**src/epc_pkg.sv**
```systemverilog
// Package with register map, field layout and timing constants of the array programming control
package epc_pkg;

    // ----------------------------------------------------------------
    // Register map (byte addresses on APB)
    // ----------------------------------------------------------------
    localparam logic [11:0] EPC_IDX_PROGRAM_CONTROL  = 12'h01E; // Word index of the control register
    localparam logic [11:0] EPC_ADDR_PROGRAM_CONTROL =
        {EPC_IDX_PROGRAM_CONTROL[9:0], 2'b00};                  // Byte address, four times the index
    localparam logic [11:0] EPC_ADDR_STATUS          = 12'h100;
    localparam logic [11:0] EPC_ADDR_ARRAY_ADDR      = 12'h104;
    localparam logic [11:0] EPC_ADDR_ARRAY_DATA      = 12'h108;
    localparam logic [11:0] EPC_ADDR_ARRAY_WINDOW    = 12'h800; // Array window base
    localparam int          EPC_ARRAY_AW             = 11;      // Window: 2k byte addresses on APB, one array byte each
    localparam logic [7:0]  EPC_CTRL_RESET           = 8'h00;
    localparam int          EPC_BIT_LATCH            = 1;
    localparam int          EPC_BIT_POWER            = 0;
    localparam logic [7:0]  EPC_CTRL_WMASK           = 8'h03;

    // ----------------------------------------------------------------
    // Bootloader ROM range and timing
    // ----------------------------------------------------------------
    localparam logic [15:0] EPC_BOOT_ROM_LO      = 16'h1E00;
    localparam logic [15:0] EPC_BOOT_ROM_HI      = 16'h1FEF;
    localparam int          EPC_CLK_HZ           = 25000000;
    localparam int          EPC_BYTE_PROG_TIME_US = 1000;   // Byte program time, 1 ms
    localparam int          EPC_BYTE_PROG_CYCLES =
        (EPC_CLK_HZ / 1000000) * EPC_BYTE_PROG_TIME_US;     // Least time, exact here

    // Array side outputs travel together
    typedef struct packed {
        logic        read_enable;
        logic        latch_mode;
        logic        program_power;
        logic [15:0] addr;
        logic [7:0]  data;
    } epc_array_t;

    typedef enum logic [1:0] {
        EPC_BOOT_IDLE   = 2'b00,
        EPC_BOOT_ACTIVE = 2'b01
    } epc_boot_t;

endpackage

```
**src/epc_program_control.sv**
```systemverilog
// Array programming control register block with APB slave and bootloader entry
//
// Overview of operation
// - Bootloader mode entered at reset release when test voltage and port B bit high.
// - Bootloader code lives in masked ROM from 1E00 to 1FEF.
// - Bootloader copies user code from external memory into the array only.
// - Bootloader programs each byte for 1 ms, then runs a verify pass.
// - Control register sits at 001E and alone controls array programming.
// - Latch bit clear sets array paths to ordinary read access.
// - Latch bit set makes array writes capture address and data into latches.
// - Latch bit set makes array reads return no valid data.
// - Power bit clear removes programming power from the array.
// - Power bit set applies power; forced clear when latch bit is clear.
//
// The APB register port was decided locally.
`timescale 1ns/1ns
`default_nettype none

module epc_program_control
    import epc_pkg::*;
(
    input  wire logic        clk,
    input  wire logic        reset,
    input  wire logic        psel,
    input  wire logic        penable,
    input  wire logic        pwrite,
    input  wire logic [11:0] paddr,
    input  wire logic [31:0] pwdata,
    output logic      [31:0] prdata,
    output logic             pready,
    output logic             pslverr,
    input  wire logic        test_level_voltage,
    input  wire logic        port_b_bit_zero_pin,
    input  wire logic [7:0]  array_rdata,
    output epc_array_t       array_ctl,
    output logic             bootloader_mode,
    output logic             boot_rom_select
);

    // ----------------------------------------------------------------
    // Pin synchronisers
    // ----------------------------------------------------------------
    logic [1:0] tst_sync_reg;
    logic [1:0] pb0_sync_reg;

    // Two flops per pin; only the second stage is read by logic
    always_ff @(posedge clk) begin
        tst_sync_reg <= {tst_sync_reg[0], test_level_voltage};
        pb0_sync_reg <= {pb0_sync_reg[0], port_b_bit_zero_pin};
    end

    // ----------------------------------------------------------------
    // Decoding helpers
    // ----------------------------------------------------------------
    function automatic logic in_window(input logic [11:0] a);
        in_window = (a[11] == EPC_ADDR_ARRAY_WINDOW[11]);
    endfunction

    function automatic logic is_mapped(input logic [11:0] a);
        is_mapped = in_window(a) || (a == EPC_ADDR_PROGRAM_CONTROL)
                    || (a == EPC_ADDR_STATUS) || (a == EPC_ADDR_ARRAY_ADDR)
                    || (a == EPC_ADDR_ARRAY_DATA);
    endfunction

    // ----------------------------------------------------------------
    // Register state
    // ----------------------------------------------------------------
    logic        latch_mode_bit_reg,    latch_mode_bit_next;
    logic        program_power_bit_reg, program_power_bit_next;
    logic [15:0] lat_addr_reg,          lat_addr_next;
    logic [7:0]  lat_data_reg,          lat_data_next;
    logic [31:0] prdata_reg,            prdata_next;
    logic        pready_reg,            pready_next;
    logic        pslverr_reg,           pslverr_next;
    logic        reset_seen_reg,        reset_seen_next;
    epc_boot_t   boot_reg,              boot_next;
    epc_array_t  array_reg,             array_next;
    logic [15:0] boot_cnt_reg,          boot_cnt_next;

    wire logic setup_phase = psel && !penable;
    wire logic wr_take     = psel && penable && pready_reg && pwrite;
    wire logic rd_setup    = setup_phase && !pwrite;
    wire logic win_rd_setup = rd_setup && in_window(paddr);
    wire logic win_rd_wait  = psel && penable && !pwrite && !pready_reg && in_window(paddr);

    // Next state of bus and control registers
    always_comb begin
        latch_mode_bit_next    = latch_mode_bit_reg;
        program_power_bit_next = program_power_bit_reg;
        lat_addr_next          = lat_addr_reg;
        lat_data_next          = lat_data_reg;
        prdata_next            = prdata_reg;
        pslverr_next           = 1'b0;
        pready_next            = (setup_phase && !win_rd_setup) || win_rd_wait; // Array reads wait once
        reset_seen_next        = 1'b1;
        boot_next              = boot_reg;
        boot_cnt_next          = boot_cnt_reg;

        // Bootloader entry sampled on the first edge after reset release
        if (!reset_seen_reg) begin
            if (tst_sync_reg[1] && pb0_sync_reg[1]) begin
                boot_next = EPC_BOOT_ACTIVE;
            end
        end

        // Byte program timer used for the bootloader pass
        if (boot_reg == EPC_BOOT_ACTIVE && program_power_bit_reg) begin
            if (boot_cnt_reg != 16'(EPC_BYTE_PROG_CYCLES)) begin
                boot_cnt_next = boot_cnt_reg + 16'h0001;
            end
        end else begin
            boot_cnt_next = 16'h0000;
        end

        // Register writes
        if (wr_take) begin
            if (paddr == EPC_ADDR_PROGRAM_CONTROL) begin
                latch_mode_bit_next    = pwdata[EPC_BIT_LATCH];
                program_power_bit_next = pwdata[EPC_BIT_POWER]
                                         && pwdata[EPC_BIT_LATCH];
            end else if (in_window(paddr) && latch_mode_bit_reg) begin
                lat_addr_next = 16'(paddr[EPC_ARRAY_AW-1:0]);
                lat_data_next = pwdata[7:0];
            end
            pslverr_next = !is_mapped(paddr) && pready_reg;
        end else if (setup_phase && !is_mapped(paddr)) begin
            pslverr_next = 1'b1;
        end
        if (setup_phase && pwrite) begin
            pslverr_next = !is_mapped(paddr);
        end

        // Read data captured in the setup phase
        if (rd_setup) begin
            prdata_next = 32'h0000_0000;
            if (paddr == EPC_ADDR_PROGRAM_CONTROL) begin
                prdata_next[EPC_BIT_LATCH] = latch_mode_bit_reg;
                prdata_next[EPC_BIT_POWER] = program_power_bit_reg;
            end else if (paddr == EPC_ADDR_STATUS) begin
                prdata_next[0] = (boot_reg == EPC_BOOT_ACTIVE);
                prdata_next[1] = (boot_cnt_reg == 16'(EPC_BYTE_PROG_CYCLES));
            end else if (paddr == EPC_ADDR_ARRAY_ADDR) begin
                prdata_next[15:0] = lat_addr_reg;
            end else if (paddr == EPC_ADDR_ARRAY_DATA) begin
                prdata_next[7:0] = lat_data_reg;
            end
        end

        // Array read data taken once the registered array address has settled
        if (win_rd_wait) begin
            if (!latch_mode_bit_reg) begin
                prdata_next[7:0] = array_rdata;
            end else begin
                prdata_next[7:0] = 8'h00;
            end
        end
        if (!setup_phase) begin
            pslverr_next = pslverr_reg && 1'b0;
        end
    end

    // Array side outputs: read path or programming latches
    always_comb begin
        array_next               = '0;
        array_next.latch_mode    = latch_mode_bit_next;
        array_next.program_power = program_power_bit_next && latch_mode_bit_next;
        array_next.read_enable   = !latch_mode_bit_next;
        if (latch_mode_bit_next) begin
            array_next.addr = lat_addr_next;
            array_next.data = lat_data_next;
        end else begin
            array_next.addr = 16'(paddr[EPC_ARRAY_AW-1:0]);
            array_next.data = 8'h00;
        end
    end

    // Register all state except the pin synchronisers
    always_ff @(posedge clk) begin
        if (reset) begin
            latch_mode_bit_reg    <= EPC_CTRL_RESET[EPC_BIT_LATCH];
            program_power_bit_reg <= EPC_CTRL_RESET[EPC_BIT_POWER];
            lat_addr_reg          <= 16'h0000;
            lat_data_reg          <= 8'h00;
            prdata_reg            <= 32'h0000_0000;
            pready_reg            <= 1'b0;
            pslverr_reg           <= 1'b0;
            reset_seen_reg        <= 1'b0;
            boot_reg              <= EPC_BOOT_IDLE;
            boot_cnt_reg          <= 16'h0000;
            array_reg             <= '{read_enable: 1'b1, latch_mode: 1'b0, program_power: 1'b0,
                                       addr: 16'h0000, data: 8'h00}; // Read path open
        end else begin
            latch_mode_bit_reg    <= latch_mode_bit_next;
            program_power_bit_reg <= program_power_bit_next;
            lat_addr_reg          <= lat_addr_next;
            lat_data_reg          <= lat_data_next;
            prdata_reg            <= prdata_next;
            pready_reg            <= pready_next;
            pslverr_reg           <= pslverr_next;
            reset_seen_reg        <= reset_seen_next;
            boot_reg              <= boot_next;
            boot_cnt_reg          <= boot_cnt_next;
            array_reg             <= array_next;
        end
    end

    // ----------------------------------------------------------------
    // Outputs
    // ----------------------------------------------------------------
    assign prdata          = prdata_reg;
    assign pready          = pready_reg;
    assign pslverr         = pslverr_reg;
    assign array_ctl       = array_reg;
    assign bootloader_mode = (boot_reg == EPC_BOOT_ACTIVE);
    assign boot_rom_select = (boot_reg == EPC_BOOT_ACTIVE);
endmodule

`default_nettype wire

```
**config.mk**
```make
export PLATFORM = sky130hd
export DESIGN_NAME = epc_program_control
export DESIGN_NICKNAME = d
export VERILOG_FILES = /design/src/epc_pkg.sv /design/src/epc_program_control.sv
export SDC_FILE = /design/constraint.sdc
export NUM_CORES = 1
export LEC_CHECK = 0
export ABC_AREA = 1
export BUFFER_PORTS_ARGS = -buffer_cell sky130_fd_sc_hd__clkbuf_2
export CAP_MARGIN = 20
export CELL_PAD_IN_SITES_DETAIL_PLACEMENT = 1
export CELL_PAD_IN_SITES_GLOBAL_PLACEMENT = 2
export CORE_MARGIN = 5
export CORE_UTILIZATION = 25
export DETAILED_ROUTE_END_ITERATION = 6
export PLACE_DENSITY = 0.71
export SLEW_MARGIN = 5
export SYNTH_ARGS = -nofsm -noshare
export SYNTH_HDL_FRONTEND = slang
export SYNTH_SLANG_ARGS = --single-unit
```
**constraint.sdc**
```tcl
create_clock -name clk -period 3.62 [get_ports clk]
set_clock_uncertainty 0.1 [all_clocks]
set_input_delay 0.181 -clock clk [delete_from_list [all_inputs] [get_ports clk]]
set_output_delay 0.181 -clock clk [all_outputs]
set_load 0.005 [all_outputs]
```
# Yosys cells after proc, flatten, opt, wreduce, memory -nomap -nowiden
# Cells that the tools add are included.
op_classes:
  reduce_logical: 34
  mux: 25
  add_sub_neg: 1
  eq_ne: 6
  n_bitwise: 4
op_table:
  columns: ["cell", "count"]
  rows:
  - ["8-bit two-way mux", 9]
  - ["16-bit two-way mux", 3]
  - ["12-bit by 9-bit equality test with 1-bit output, second input constant", 3]
  - ["14-bit two-way mux", 2]
  - ["19-bit two-way mux", 1]
  - ["1-bit logical AND", 18]
  - ["16-bit by 1-bit adder with 16-bit output, second input constant", 1]
  - ["16-bit by 15-bit equality test with 1-bit output, second input constant", 1]
  - ["16-bit by 15-bit != test with 1-bit output, second input constant", 1]
  - ["12-bit by 7-bit equality test with 1-bit output, second input constant", 1]
  - ["1-bit two-way mux", 8]
  - ["1-bit zero test", 6]
  - ["2-bit OR reduction", 3]
  - ["1-bit logical OR", 5]
  - ["2-bit two-way mux", 2]
  - ["1-bit inverter", 4]
  - ["2-bit AND reduction", 1]
  - ["2-bit nonzero test", 1]
word_totals:
  register_bits: 92
  word_cells: 88
  output_inout_bits: 63
  inputBits: 59

# Depth between registers and ports, before layout
depth:
  ltp_word: 10
  depth_mapped: 11
  ltp_nobuf: 11

# Worst setup path before layout
# OpenSTA, ideal clock, no wires.
synth_timing:
  path_kind: "reg-to-reg"
  start: "register boot_cnt_reg[1]"
  end: "register boot_cnt_reg[14]"
  setup_ps: 70
  path_slack_ps: 2156
  stages_incl_launch_ff: 10
  synth_period_minus_slack_ps: 1464
  required_time_ps: 3450
  n_path_buf: 0
  t_arrival_ps: 1294
  cell_sequence: "dfxtp_1 -> ha_1 -> nand2_1 -> inv_1 -> nand2_1 -> nor2_1 -> nand2_1 -> nor2_1 -> nand3_1 -> a21oi_1"
synth_via:
  elab_chain_len: 1
  word_cells_on_any_way: 2
  classes_between: "add/sub: 1; eq/ne: 1"
synth_rtl:
  columns: ["element", "line_no", "rtl"]
  rows:
  - ["start: declaration", "epc_program_control.sv:78", "logic [15:0] boot_cnt_reg, boot_cnt_next;"]
  - ["start signal: assignment", "epc_program_control.sv:202", "boot_cnt_reg <= boot_cnt_next;"]
  - ["16-bit by 1-bit adder with 16-bit output / 16-bit by 15-bit != test with 1-bit output (equally long branches)", "epc_program_control.sv:109, epc_program_control.sv:108", null]
# Several ways; a longest one is shown, not always the timed one.
# A chain may end at the register's enable or synchronous reset.

# Final worst setup path
layout_timing:
  start: "register pready_reg, in the netlist pready"
  end: "register array_reg, in the netlist array_ctl[18]"
layout_via:
  elab_chain_len: 4
  word_cells_on_any_way: 5
  classes_between: "mux: 3; reduce/logical: 2"
layout_rtl:
  columns: ["element", "line_no", "rtl"]
  rows:
  - ["start: declaration", "epc_program_control.sv:73", "logic pready_reg, pready_next;"]
  - ["start signal: assignment", "epc_program_control.sv:198", "pready_reg <= pready_next;"]
  - ["1-bit logical AND * (2 in a row)", "epc_program_control.sv:81", "wire logic wr_take = psel && penable && pready_reg && pwrite;"]
  - ["16-bit two-way mux / 1-bit two-way mux (equally long branches)", "epc_program_control.sv:116", "if (wr_take) begin"]
  - ["19-bit two-way mux *", "epc_program_control.sv:168", "if (latch_mode_bit_next) begin"]
  - ["end signal: assignment", "epc_program_control.sv:190", "array_reg <= '{read_enable: 1'b1, latch_mode: 1'b0, program_power: 1'b0,"]
  - ["end signal: assignment", "epc_program_control.sv:203", "array_reg <= array_next;"]
  - ["end: declaration", "epc_program_control.sv:77", "epc_array_t array_reg, array_next;"]
# Mark *: on every way between the ends. The rest lies on a longest branch, timed or not.

==> reports/qor.csv <==
stage,metric,value,unit
sta,layout_setup_ws,1.56,ns
min_path,min_from,pwdata[6],
cts,cts_tree,yes,
worst_setup_path,path_class,flop to flop,
route,first_pass_iters,4,
layout,area_growth,22.7,%
die,initial_core_util,0.254,
logic_synthesis,yosys_most_used_dff,dfxtp_1,
die,die_area,0.0179,mm^2
logic_synthesis,synth-async-reset-ratio,0,
global_routing,grtUsageTotal,0.129,
die,die_w,134,um
placed_design,hpwl,8560,um
global_routing,antenna_found_initial,0,
sta,post-route-period-util,0.570,
worst_setup_path,critical_path.max_stage_delay,0.45,ns
placed_design,dp.cells,764,
cts,clk_path_buf_depth,2,
placed_design,port_buffers,81,
layout,antenna_cells,0,
placed_design,gp_congestion,0.713,
logic_synthesis,ys_types,36,
placed_design,preCtsSetupSlack,1.52,ns
run_status,outcome,"finished, final reports clean",
layout,final_cells,786,
power,powerDensity,447,mW/mm^2
logic_synthesis,synth_area_per_cell,7.52,um^2
worst_setup_path,worstPathArrival,2.23,ns
cts,clkSlewWorstSetupHoldPaths,0.06,ns
logic_synthesis,yosysMostFrequentCell,nand2_1,
die,pin_count,122,
global_routing,grt-ovfl-total,0,
logic_synthesis,synth_edf_count,0,
sta,rsz0062_at_grt,no,
die,rows,45,
sta,fmax,485,MHz
worst_setup_path,crit_fanout,18,
cts,clock_latency,0.34,ns
sta,fin_crit,2.06,ns
worst_setup_path,critPathLaunchType,flop,
min_path,min_path_type,primary input to flop,
route,wl_per_cell,14.5,um
logic_synthesis,synth_common_cells,"nand2_1, dfxtp_1, nor2_1",
layout,largest_reg_flops,27,
cts,cts_resized,0,
sta,tightest_slew,0.869,ns
die,die-height,134,um
route,vias,3450,
cts,numClockSinks,92,
power,static-leakage-power,0.00212,uW
logic_synthesis,synth_top_area_cell,dfxtp_1,
global_routing,grt_max_degree,39,
worst_setup_path,r2r_start,pready,
sta,finalHoldViolations,0,
sta,max_slew_margin,0.421,
cts,cts_setup_buffers,0,
worst_setup_path,cp_slowest_cell,nand3_1,
logic_synthesis,syn_inst,509,
worst_setup_path,cp_common_cell,nand2_1,
layout,drive_above_1_share,0.197,
worst_setup_path,crit_chain,nand2_1 > nor2_2 > nand3_1 > buf_4 > inv_1 > nand2_1 > nand2_1 > inv_1 > o21ai_0,
logic_synthesis,yosysSeqAreaShare,0.481,
cts,cts_root_buf,clkbuf_16,
logic_synthesis,yosysWarnings,0,
layout,fillers,1878,
placed_design,placement.cell_area,0.00432,mm^2
route,drt_first_iter_violations,81,
worst_setup_path,endpoint_kind,flop,
logic_synthesis,yosysTopAreaCellShare,0.481,
worst_setup_path,crit_required,3.79,ns
die,core_area,0.0151,mm^2
power,peakVddDrop,0.238,mV
cts,cts_buffers,9,
layout,fin_nets,655,
worst_setup_path,worstSetupStartpoint,pready,
logic_synthesis,ys_ff_latch,92,
cts,htreeDepth,3,
global_routing,grt_pass1_vias,3681,
route,drt-vias-per-instance,4.39,
global_routing,grt_pass1_wl,18300,um
sta,slew_violations,0,
sta,timing.setup.tns,0,ns
route,drcViolationCount,0,
cts,cts_hold_buf,7,
layout,fin_area,0.00469,mm^2
sta,finalSetupViolations,0,
route,routed_wl,11400,um
logic_synthesis,synth.top_cells.by_area,"dfxtp_1, nand2_1, nor2_1",
route,postRouteAntennaNets,0,
run,maxCapViolCount,0,
logic_synthesis,synthesis.area,0.00383,mm^2
layout,fin_util,0.311,
==> logic make-up after synthesis <==
family / synth area share
buf+inv: 0.119
simple gates: 0.291
compound gates: 0.0785
mux: 0.0183
flops: 0.481
other cells: 0.000980
fa+ha+maj: 0.00654
xor+xnor: 0.00458
==> worst max-delay path: cells and delay by family (launching register included) <==
family,cells,cell delay (ns)
AND/OR/NAND/NOR,5,0.77
buffers and inverters,3,0.62
flip-flops,1,0.35
AO/OA/AOI/OAI,1,0.15
==> cells in the final DEF, fill, tap and decap left out, types with 5 or more instances in the layout <==
master | Yosys | routed
dfxtp_1 | 92 | 92
mux2i_1 | 7 | 7
o21ai_1 | 8 | 8
o21ai_0 | 20 | 20
nand4_1 | 12 | 12
clkbuf_2 | 0 | 81
nor2_1 | 78 | 78
or2_2 | 5 | 5
clkbuf_16 | 0 | 9
nor3_1 | 5 | 5
inv_1 | 61 | 61
dlygate4sd3_1 | 0 | 7
conb_1 | 1 | 16
a21oi_1 | 23 | 23
nand3_1 | 33 | 33
nand2_1 | 105 | 105
==> power by group <==
| group | leakage [uW] | internal, uW | switching, uW | total [uW] |
|---|---|---|---|---|
| clock network | 0.000145 | 554 | 398 | 952 |
| logic | 0.00123 | 45.5 | 65.8 | 111 |
| registers | 0.000747 | 1030 | 7.52 | 1040 |
==> final timing paths <==
check / endpoint / cells after the start / slack (ns)
max reg2reg: array_ctl[18] / 9 / 1.56
min reg2reg: pb0_sync_reg[1] / 0 / 0.23
max: array_ctl[18] / 9 / 1.56
min: lat_data_reg[6] / 3 / 0.02
==> through the flow <==
stage / hold WS (ns) / power, uW
6_report: 0.0166 / 2100
5_1_grt: 0.0273 / 2200
4_1_cts: 0.000377 / 2140
3_5_place_dp: 0.188 / 1170
3_3_place_gp: 0.188 / 1160
2_1_floorplan: 0.109 / 1120
==> final cells by class <==
type / instances / area [um^2] / share of cell area
flip-flops and latches: 92 / 1840 / 0.392
multi-input cells: 337 / 1590 / 0.338
repair buffers: 90 / 490 / 0.105
inverters: 64 / 240 / 0.0512
clock buffers: 10 / 239 / 0.0509
well taps: 188 / 235 / 0.0501
clock inverters: 5 / 60.1 / 0.0128
==> routing by layer <==
layer	wire length, um	share of wire	global-route usage	vias to the layer above
met4	127	0.011	0.0297	0
met3	599	0.053	0.0498	11
met2	5960	0.52	0.239	62
li1	-	-	-	1734
met5	0	0	0	-
met1	4710	0.41	0.138	1643
(Power assumes the default switching activity.)
